<file path="config.mk">
export PLATFORM = sky130hd
export DESIGN_NAME = raf_flow_ctrl
export DESIGN_NICKNAME = d
export VERILOG_FILES = /design/src/pkg/raf_pkg.sv /design/src/raf_flow_ctrl.sv /design/src/raf_tick_gen.sv /design/src/raf_shaper.sv
export VERILOG_INCLUDE_DIRS = /design/src /design/src/pkg
export SDC_FILE = /design/constraint.sdc
export NUM_CORES = 2
export LEC_CHECK = 0
export ABC_AREA = 1
export BUFFER_PORTS_ARGS = -buffer_cell sky130_fd_sc_hd__buf_2
export CORE_MARGIN = 5
export CORE_UTILIZATION = 60
export CTS_CLUSTER_DIAMETER = 80
export DETAILED_ROUTE_END_ITERATION = 10
export PLACE_DENSITY = 0.85
export SYNTH_ARGS = -nofsm -noshare
export SYNTH_HDL_FRONTEND = slang
export SYNTH_SLANG_ARGS = --single-unit
</file>
<file path="constraint.sdc">
create_clock -name mclk_i -period 5.45 [get_ports mclk_i]
set_clock_uncertainty 0.05 [all_clocks]
set_input_delay 0.8175 -clock mclk_i [delete_from_list [all_inputs] [get_ports mclk_i]]
set_output_delay 0.8175 -clock mclk_i [all_outputs]
set_load 0.02 [all_outputs]
</file>
<file path="src/pkg/raf_consts.svh">
// Constants for the ring add flow control block
`ifndef RAF_CONSTS_SVH
`define RAF_CONSTS_SVH

// =====================================================
// Credit arithmetic
`define RAF_CREDIT_W        20
`define RAF_FRAME_W         14
`define RAF_MAX_FRAME_BYTES 20'h0_2400
// Low limit equals the maximum frame size
`define RAF_LOW_LIMIT       `RAF_MAX_FRAME_BYTES

// =====================================================
// Hop limit and ring size
`define RAF_HOP_W           8
`define RAF_MAX_RING_NODES  8'hff
`define RAF_HOP_ZERO        8'h00

// =====================================================
// Update interval
`define RAF_TICK_W          16
`define RAF_TICK_RST        16'h0000

// =====================================================
// Shaper index within one ringlet
`define RAF_NSHAPER         7
`define RAF_SH_A0           0
`define RAF_SH_A1           1
`define RAF_SH_CTRL         2
`define RAF_SH_COMMIT       3
`define RAF_SH_FAIR         4
`define RAF_SH_CONG         5
`define RAF_SH_DOWN         6

`endif

</file>
<file path="src/pkg/raf_pkg.sv">
// Types for the ring add flow control block
package raf_pkg;
  // Fairness permit machine states
  typedef enum logic [1:0]
  {
    RAF_CHECK = 2'b00,
    RAF_LONG  = 2'b01,
    RAF_SHORT = 2'b10
  } raf_fair_st_t;
endpackage

</file>
<file path="src/raf_flow_ctrl.sv">
// Per-ringlet add flow control: shapers, class B permit, hop limit
// Functional notes
// - class B permit is commit and downstream ok
// - stage queue accept input covers frame storage
// - check state: blocked queue gives hop zero
// - long reach: all ok gives max nodes
// - short reach: ok gives hops to choke
// - hop limit zero, hop count, or ring size
// - fair traffic bounded by static and dynamic rate
// - machine rows evaluated in priority order
// - credit below low limit drops pass
// - idle credit capped at low limit
// - low limit equals maximum frame bytes
// - waiting credit capped at high limit
// - credit grows by increment each interval
// - send needs low limit; credit never negative
// - all logic replicated per ringlet
// - class A split into subclass and control shapers
// - control shaper ok goes to control sublayer
// - class B commit or fair; class C fair
// - steered control frames use their path shapers
// - A1, B, C also need downstream shaper
`timescale 1ns/1ps
`include "raf_consts.svh"
module raf_flow_ctrl
(
  input  wire logic                     mclk_i,
  input  wire logic                     reset_i,
  input  wire logic [`RAF_TICK_W-1:0]   tick_interval_i,
  input  wire logic [`RAF_NSHAPER*`RAF_CREDIT_W-1:0] credit_increment_i,
  input  wire logic [`RAF_NSHAPER*`RAF_CREDIT_W-1:0] credit_high_limit_i,
  input  wire logic [`RAF_NSHAPER-1:0]  shaper_waiting_i,
  input  wire logic [`RAF_NSHAPER-1:0]  shaper_sent_i,
  input  wire logic [`RAF_FRAME_W-1:0]  credit_decrement_i,
  input  wire logic                     stage_accept_i,
  input  wire logic                     static_rate_ok_i,
  input  wire logic                     dynamic_rate_ok_i,
  input  wire logic [`RAF_HOP_W-1:0]    hops_to_choke_i,
  output logic                          classb_commit_permit_o,
  output logic [`RAF_HOP_W-1:0]         fair_hop_limit_o,
  output logic                          control_shaper_ok_o,
  output logic                          sub_a_zero_ok_o,
  output logic                          sub_a_one_ok_o,
  output logic [`RAF_NSHAPER-1:0]       shaper_ok_o
);
  import raf_pkg::*;

  // =====================================================
  // Update interval
  logic tick_w;  // One-cycle credit update enable

  // Configurable update interval from the MAC clock
  raf_tick_gen u_tick
  (
    .mclk_i     (mclk_i),
    .reset_i    (reset_i),
    .interval_i (tick_interval_i),
    .tick_o     (tick_w)
  );

  // =====================================================
  // Shaper bank, one bucket per shaper of this ringlet
  logic [`RAF_NSHAPER-1:0] pass_w;  // Pass flags of all shapers

  // Independent shapers: A0, A1, control, commit, fair, congested,
  // downstream; sender steering chooses which one is debited
  genvar gi;
  generate
    for (gi = 0; gi < `RAF_NSHAPER; gi++)
    begin : g_shaper
      raf_shaper u_shaper
      (
        .mclk_i              (mclk_i),
        .reset_i             (reset_i),
        .tick_i              (tick_w),
        .credit_increment_i  (credit_increment_i[gi*`RAF_CREDIT_W +:
                                                 `RAF_CREDIT_W]),
        .credit_high_limit_i (credit_high_limit_i[gi*`RAF_CREDIT_W +:
                                                  `RAF_CREDIT_W]),
        .waiting_i           (shaper_waiting_i[gi]),
        .sent_i              (shaper_sent_i[gi]),
        .credit_decrement_i  (credit_decrement_i),
        .pass_o              (pass_w[gi]),
        .credit_o            ()
      );
    end
  endgenerate

  // =====================================================
  // Named pass flags
  wire commit_shaper_ok_w;      // Committed rate shaper
  wire fair_shaper_ok_w;        // Fairness shaper
  wire congested_shaper_ok_w;   // Congested rate shaper
  wire downstream_shaper_ok_w;  // Downstream shaper

  assign commit_shaper_ok_w     = pass_w[`RAF_SH_COMMIT];
  assign fair_shaper_ok_w       = pass_w[`RAF_SH_FAIR];
  assign congested_shaper_ok_w  = pass_w[`RAF_SH_CONG];
  assign downstream_shaper_ok_w = pass_w[`RAF_SH_DOWN];
  assign shaper_ok_o            = pass_w;

  // Class A: control shaper straight to control sublayer
  assign control_shaper_ok_o = pass_w[`RAF_SH_CTRL];
  assign sub_a_zero_ok_o     = pass_w[`RAF_SH_A0];
  // Subclass A1 also needs the downstream shaper
  assign sub_a_one_ok_o      = pass_w[`RAF_SH_A1] & downstream_shaper_ok_w;

  // =====================================================
  // Class B committed permit
  logic permit_r;    // Registered permit
  wire  permit_nxt;  // Next permit

  // Accept input means storage or cut-through is ready
  // Commit and downstream both required
  assign permit_nxt = stage_accept_i ? (commit_shaper_ok_w &
                                        downstream_shaper_ok_w) : 1'b0;
  assign classb_commit_permit_o = permit_r;

  // Permit register
  always_ff @(posedge mclk_i)
  begin
    if (reset_i)
      permit_r <= 1'b0;
    else
      permit_r <= permit_nxt;
  end

  // =====================================================
  // Fairness hop limit machine
  raf_fair_st_t         st_r;     // Current state
  raf_fair_st_t         st_nxt;   // Next state
  logic [`RAF_HOP_W-1:0] hop_r;   // Hop limit register
  logic [`RAF_HOP_W-1:0] hop_nxt; // Next hop limit
  wire                   long_ok_w;   // Past-choke conditions
  wire                   short_ok_w;  // Up-to-choke conditions

  // Long reach bounded by both rates; short by static rate
  assign long_ok_w  = dynamic_rate_ok_i & static_rate_ok_i &
                      congested_shaper_ok_w & downstream_shaper_ok_w;
  assign short_ok_w = static_rate_ok_i & fair_shaper_ok_w &
                      downstream_shaper_ok_w;
  assign fair_hop_limit_o = hop_r;

  // Rows checked first match wins
  always_comb
  begin
    st_nxt  = st_r;
    hop_nxt = hop_r;
    unique case (st_r)
      RAF_CHECK:
      begin
        if (stage_accept_i)
          st_nxt = RAF_LONG;
        else
          hop_nxt = `RAF_HOP_ZERO;
      end
      RAF_LONG:
      begin
        if (long_ok_w)
        begin
          hop_nxt = `RAF_MAX_RING_NODES;
          st_nxt  = RAF_CHECK;
        end
        else
          st_nxt = RAF_SHORT;
      end
      RAF_SHORT:
      begin
        hop_nxt = short_ok_w ? hops_to_choke_i : `RAF_HOP_ZERO;
        st_nxt  = RAF_CHECK;
      end
      default:
      begin
        hop_nxt = `RAF_HOP_ZERO;
        st_nxt  = RAF_CHECK;
      end
    endcase
  end

  // State and hop registers
  always_ff @(posedge mclk_i)
  begin
    if (reset_i)
    begin
      st_r  <= RAF_CHECK;
      hop_r <= `RAF_HOP_ZERO;
    end
    else
    begin
      st_r  <= st_nxt;
      hop_r <= hop_nxt;
    end
  end

  // =====================================================
  // Checks
  property p_permit;
    @(posedge mclk_i) disable iff (reset_i)
    ##1 classb_commit_permit_o == $past(stage_accept_i &&
        commit_shaper_ok_w && downstream_shaper_ok_w);
  endproperty
  a_permit: assert property (p_permit)
    else $error("class B permit mismatch");

  property p_check_block;
    @(posedge mclk_i) disable iff (reset_i)
    (st_r == RAF_CHECK && !stage_accept_i)
      |=> (st_r == RAF_CHECK && fair_hop_limit_o == `RAF_HOP_ZERO);
  endproperty
  a_check_block: assert property (p_check_block)
    else $error("blocked check did not hold zero");

  property p_long_pass;
    @(posedge mclk_i) disable iff (reset_i)
    (st_r == RAF_LONG && long_ok_w)
      |=> (fair_hop_limit_o == `RAF_MAX_RING_NODES && st_r == RAF_CHECK);
  endproperty
  a_long_pass: assert property (p_long_pass)
    else $error("long reach did not give max nodes");

  property p_short;
    @(posedge mclk_i) disable iff (reset_i)
    (st_r == RAF_SHORT)
      |=> (st_r == RAF_CHECK && fair_hop_limit_o ==
           ($past(short_ok_w) ? $past(hops_to_choke_i) : `RAF_HOP_ZERO));
  endproperty
  a_short: assert property (p_short)
    else $error("short reach hop limit wrong");

  property p_sequence;
    @(posedge mclk_i) disable iff (reset_i)
    (st_r == RAF_CHECK && stage_accept_i) ##1 (!long_ok_w)
      |=> (st_r == RAF_SHORT) ##1 (st_r == RAF_CHECK);
  endproperty
  a_sequence: assert property (p_sequence)
    else $error("machine order wrong");

  property p_static_zero;
    @(posedge mclk_i) disable iff (reset_i)
    (st_r != RAF_CHECK && !static_rate_ok_i)
      |=> (fair_hop_limit_o == `RAF_HOP_ZERO || st_r == RAF_SHORT);
  endproperty
  a_static_zero: assert property (p_static_zero)
    else $error("hop limit nonzero over static rate");

  // Blocked queue clears the permit on the next cycle
  property p_permit_block;
    @(posedge mclk_i) disable iff (reset_i)
    !stage_accept_i |=> !classb_commit_permit_o;
  endproperty
  a_permit_block: assert property (p_permit_block)
    else $error("class B permit while queue blocked");

  // Ready queue moves to long reach and leaves the hop limit alone
  property p_check_go;
    @(posedge mclk_i) disable iff (reset_i)
    (st_r == RAF_CHECK && stage_accept_i)
      |=> (st_r == RAF_LONG && $stable(fair_hop_limit_o));
  endproperty
  a_check_go: assert property (p_check_go)
    else $error("check state did not move to long reach");

  // Failed long reach falls through to short reach, hop untouched
  property p_long_fail;
    @(posedge mclk_i) disable iff (reset_i)
    (st_r == RAF_LONG && !long_ok_w)
      |=> (st_r == RAF_SHORT && $stable(fair_hop_limit_o));
  endproperty
  a_long_fail: assert property (p_long_fail)
    else $error("long reach failure did not go to short");

  // Hop limit only ever takes one of its three meanings
  property p_hop_values;
    @(posedge mclk_i) disable iff (reset_i)
    !$stable(fair_hop_limit_o)
      |-> (fair_hop_limit_o == `RAF_HOP_ZERO ||
           fair_hop_limit_o == `RAF_MAX_RING_NODES ||
           fair_hop_limit_o == $past(hops_to_choke_i));
  endproperty
  a_hop_values: assert property (p_hop_values)
    else $error("hop limit took an illegal value");

  // Cycles since the last update tick, for the interval check
  logic [`RAF_TICK_W:0] tick_gap_r;  // One bit wider than the interval

  // Restart on every tick so the spacing can be measured
  always_ff @(posedge mclk_i)
  begin
    if (reset_i)
      tick_gap_r <= '0;
    else if (tick_w)
      tick_gap_r <= {{`RAF_TICK_W{1'b0}}, 1'b1};
    else
      tick_gap_r <= tick_gap_r + 1'b1;
  end

  // Ticks come every interval plus one cycles
  property p_tick_gap;
    @(posedge mclk_i) disable iff (reset_i)
    tick_w |-> (tick_gap_r == ({1'b0, tick_interval_i} + 1'b1));
  endproperty
  a_tick_gap: assert property (p_tick_gap)
    else $error("update interval spacing wrong");
endmodule

</file>
<file path="src/raf_tick_gen.sv">
// Update interval divider for the shaper token buckets
`timescale 1ns/1ps
`include "raf_consts.svh"
module raf_tick_gen
(
  input  wire logic                   mclk_i,
  input  wire logic                   reset_i,
  input  wire logic [`RAF_TICK_W-1:0] interval_i,
  output logic                        tick_o
);
  // =====================================================
  // Divider
  logic [`RAF_TICK_W-1:0] cnt_r;    // Cycles since last tick
  logic                   tick_r;   // Registered tick
  wire                    wrap_w;   // Interval reached

  assign wrap_w = (cnt_r >= interval_i);
  assign tick_o = tick_r;

  // Count cycles and emit a one-cycle enable at wrap
  always_ff @(posedge mclk_i)
  begin
    if (reset_i)
    begin
      cnt_r  <= `RAF_TICK_RST;
      tick_r <= 1'b0;
    end
    else
    begin
      cnt_r  <= wrap_w ? `RAF_TICK_RST : cnt_r + 1'b1;
      tick_r <= wrap_w;
    end
  end
endmodule

</file>
<file path="src/raf_shaper.sv">
// One token-bucket rate shaper with low and high credit limits
`timescale 1ns/1ps
`include "raf_consts.svh"
module raf_shaper
(
  input  wire logic                     mclk_i,
  input  wire logic                     reset_i,
  input  wire logic                     tick_i,
  input  wire logic [`RAF_CREDIT_W-1:0] credit_increment_i,
  input  wire logic [`RAF_CREDIT_W-1:0] credit_high_limit_i,
  input  wire logic                     waiting_i,
  input  wire logic                     sent_i,
  input  wire logic [`RAF_FRAME_W-1:0]  credit_decrement_i,
  output logic                          pass_o,
  output logic [`RAF_CREDIT_W-1:0]      credit_o
);
  // =====================================================
  // Credit arithmetic
  logic [`RAF_CREDIT_W-1:0] credit_r;    // Bucket level
  logic [`RAF_CREDIT_W-1:0] credit_nxt;  // Next level
  logic [`RAF_CREDIT_W:0]   sum_w;       // Unsaturated sum
  logic [`RAF_CREDIT_W-1:0] cap_w;       // Applicable cap
  logic [`RAF_CREDIT_W-1:0] high_w;      // High limit, never below low
  logic [`RAF_CREDIT_W-1:0] inc_w;       // After increment
  logic [`RAF_CREDIT_W-1:0] dec_w;       // Decrement, widened

  // A high limit set under the frame size is raised to it
  assign high_w = (credit_high_limit_i < `RAF_LOW_LIMIT)
                ? `RAF_LOW_LIMIT : credit_high_limit_i;
  // Waiting frames may bank up to the high limit, idle only low
  assign cap_w = waiting_i ? high_w : `RAF_LOW_LIMIT;
  assign sum_w = {1'b0, credit_r} + {1'b0, credit_increment_i};
  assign inc_w = (sum_w > {1'b0, cap_w}) ? cap_w
               : sum_w[`RAF_CREDIT_W-1:0];
  assign dec_w = {{(`RAF_CREDIT_W-`RAF_FRAME_W){1'b0}}, credit_decrement_i};

  // Pass flag drops once credit falls below the low limit
  assign pass_o   = (credit_r >= `RAF_LOW_LIMIT);
  assign credit_o = credit_r;

  // Next credit: subtract on send, never below zero
  // Otherwise add the increment on tick, saturating at the cap
  always_comb
  begin
    credit_nxt = credit_r;
    if (sent_i)
      credit_nxt = (credit_r > dec_w) ? credit_r - dec_w : '0;
    else if (tick_i)
      credit_nxt = (credit_r > cap_w) ? credit_r : inc_w;
  end

  // Bucket register starts full at the low limit
  always_ff @(posedge mclk_i)
  begin
    if (reset_i)
      credit_r <= `RAF_LOW_LIMIT;
    else
      credit_r <= credit_nxt;
  end

  // =====================================================
  // Checks
  property p_credit_cap;
    @(posedge mclk_i) disable iff (reset_i)
    (tick_i && !sent_i && credit_r <= cap_w) |=> (credit_r <= $past(cap_w));
  endproperty
  a_credit_cap: assert property (p_credit_cap)
    else $error("credit exceeded cap");

  property p_no_wrap;
    @(posedge mclk_i) disable iff (reset_i)
    sent_i |=> (credit_r <= $past(credit_r));
  endproperty
  a_no_wrap: assert property (p_no_wrap)
    else $error("credit grew on send");

  property p_pass_low;
    @(posedge mclk_i) disable iff (reset_i)
    (sent_i && (credit_r < `RAF_LOW_LIMIT + dec_w)) |=> !pass_o;
  endproperty
  a_pass_low: assert property (p_pass_low)
    else $error("pass while below low limit");

  property p_increment;
    @(posedge mclk_i) disable iff (reset_i)
    (tick_i && !sent_i && sum_w <= {1'b0, cap_w})
      |=> (credit_r == $past(credit_r) + $past(credit_increment_i));
  endproperty
  a_increment: assert property (p_increment)
    else $error("credit not incremented");
endmodule

</file>
==> impl_metrics.json <==
{
  "dpl.cell_count": 5946,
  "io_buffers": 355,
  "stdcell_count": 5984,
  "setup_slack_ns": 0.867,
  "core_um2": 51200,
  "vdd_drop_max_mv": 0.244,
  "gp_congestion": 0.975,
  "final_nets": 6174,
  "die_y_um": 237,
  "rsz0062_at_grt": "false",
  "cap_violations": 0,
  "finalInstanceArea_um2": 33600,
  "p_per_area_nw_per_um2": 308,
  "ys_seq_area_frac": 0.109,
  "fp-row-count": 83,
  "die_area_um2": 56300,
  "viasPerCell": 5.79,
  "fmax_mhz": 218,
  "postCtsSetupBuffers": 0,
  "p_leak_nw": 17.9,
  "setup-tns-final_ns": 0,
  "crit_path_end_kind": "flop",
  "clk_path_buf_depth": 2,
  "io_pins": 356,
  "max-slew-margin-rel": 0.247,
  "slew_violations": 0,
  "postLayoutCoreUtil": 0.656,
  "totalWireLength_um": 98400,
  "ctsHoldBuffers": 0,
  "grt_pass1_vias": 32400,
  "drive_above_1_share": 0.0985,
  "cts_inserted_buffers": 17,
  "insertion_delay_ns": 0.47,
  "yosys_warnings": 0,
  "synth_cells": 5021,
  "outcome": "finished, final reports clean",
  "track_usage": 0.331,
  "netlist_area_um2": 31000,
  "grt_max_degree": 76,
  "cts_resized": 0,
  "clock-root-buffer": "clkbuf_16",
  "cts_tree": "built",
  "synth_flop_cell": "dfxtp_1",
  "synth_top_area_cell": "ha_1",
  "vias": 34600,
  "pre_cts_ws_ns": 0.496,
  "synth_area_leaders": "ha_1, nand2_1, dfxtp_1",
  "synth_area_per_cell_um2": 6.17,
  "finalCriticalPeriod_ns": 4.58,
  "drc": 0,
  "hold_path_class": "flop to flop",
  "wire_per_inst_um": 16.5,
  "start_util": 0.605,
  "path_max_fanout": 21,
  "synth_top_area_frac": 0.217,
  "fin_crit_sh": 0.841,
  "critPathKind": "flop to flop",
  "die_w_um": 237,
  "worstPathArrival_ns": 4.90,
  "final-hold-violation-count": 0,
  "worst_slew_pin_slew_ns": 1.12,
  "cts.clk_slew.worst_paths_ns": 0.08,
  "hpwl_um": 81200,
  "overflow": 0,
  "synth_cell_type_count": 66,
  "grt_first_pass_wirelength_um": 156000,
  "synthArstFlopShare": 0,
  "p_total_mw": 10.4,
  "antenna_found_initial": 6,
  "syn2layout_area_growth_pct": 8.42,
  "cts_sinks": 168,
  "syn_nets": 5910,
  "firstDrtPassIters": 8,
  "setup_viol": 0,
  "h-tree-depth": 4,
  "worst_setup_path_start_kind": "flop",
  "yosys_register_bits": 168,
  "ant_nets": 0,
  "synth-edff-count": 0,
  "drtIter0Drc": 2996,
  "whs_ns": 0.418,
  "required_ns": 5.77,
  "placed_cell_area_um2": 33000
}
layout by cell type (no fill, tap or decap), types with 19 or more instances in the layout:
cell type  netlist  routed
a21o_1          34      34
a21oi_1        585     584
a21oi_2         24      25
buf_2           43     355
dfxtp_1        168     168
ha_1           538     538
inv_1          578     577
nand2_1       1209    1209
nand2_2         36      36
nand3_1        450     450
nand4_1         64      64
nor2_1         430     430
nor3_1          59      59
nor4_1          25      25
o211ai_1        23      23
o21ai_0        252     252
o21bai_1        19      19
xnor2_1         72      72
xor2_1         151     151
final cells by class:
class / instances / area, um^2
Antenna cell: 6 / 15.0
Clock buffer: 17 / 425
Clock inverter: 15 / 151
Fill cell: 4944 / 17600
Inverter: 584 / 2190
Multi-Input combinational cell: 4142 / 24700
Sequential cell: 168 / 3360
Tap cell: 680 / 851
Timing Repair Buffer: 372 / 1900
layer usage:
layer  vias to the layer above  share of wire  global-route usage
li1                      17500              -                   -
met1                     15500           0.42               0.414
met2                      1323           0.47               0.569
met3                       300          0.069              0.0507
met4                         4          0.045               0.137
met5                         -        0.00027                   0
logic make-up after synthesis:
logic type               synth area share
adder cells (fa/ha/maj)             0.226
AND/OR/NAND/NOR                     0.325
AO/OA/AOI/OAI                       0.182
XOR/XNOR                           0.0630
buffers and inverters              0.0947
flip-flops                          0.109
Yosys cell counts, types with 12 or more instances:
cell type and number:
clkbuf_1 42, buf_4 19, dfxtp_1 168, xor2_1 151, o211ai_1 23, a21oi_2 24, nand3b_1 12, o21bai_1 19
buf_2 43, nand4_1 64, nor2_1 430, nor3_1 59, nand2_1 1209, o21ai_0 252, nand3_1 450, fa_1 14
a21o_1 34, nor4_1 25, o21ai_1 18, ha_1 538, buf_6 18, inv_1 578, xnor2_1 72, a211oi_1 12
a21oi_1 585, a31oi_1 18, nand2_2 36
power breakdown:
part | switching, mW | leakage, nW | internal, mW
logic | 4.67 | 16.2 | 2.68
registers | 0.369 | 1.39 | 1.41
clock network | 0.616 | 0.282 | 0.610
critical path: stages, from the launching register on:
cell,delay [ns]
dfxtp_1,0.41
ha_1,0.23
inv_1,0.08
fa_1,0.41
o21ai_2,0.22
a21oi_1,0.12
o21ai_0,0.28
a21oi_1,0.12
xor2_1,0.23
inv_1,0.07
ha_1,0.34
a21oi_1,0.15
o21ai_0,0.10
nor2_1,0.12
nand2_1,0.07
nand2_1,0.06
nand2_1,0.05
nand2_1,0.05
nand2_1,0.04
nand2_1,0.07
nand2_2,0.21
nand2_1,0.58
nand2_1,0.11
nand3_1,0.10
nand2_1,0.06
nand2_1,0.05
nand2_1,0.05
sequential cells by signal, summed over array words and instances (netlist names):
register and count:
st_r 2, g_shaper.u_shaper.credit_o 140, u_tick.tick_o 1, u_tick.cnt_r 16
fair_hop_limit_o 8, classb_commit_permit_o 1
path summary, 6_finish.rpt:
path                                          from                           endpoint  slack, ns  depth (start not counted)
setup / recovery  g_shaper[3].u_shaper.credit_o[0]  g_shaper[3].u_shaper.credit_o[10]       0.87                         26
hold / removal                 fair_hop_limit_o[7]                fair_hop_limit_o[7]       0.42                          2
setup reg to reg  g_shaper[3].u_shaper.credit_o[0]  g_shaper[3].u_shaper.credit_o[10]       0.87                         26
hold reg to reg                fair_hop_limit_o[7]                fair_hop_limit_o[7]       0.42                          2
(Power assumes the default switching activity.)
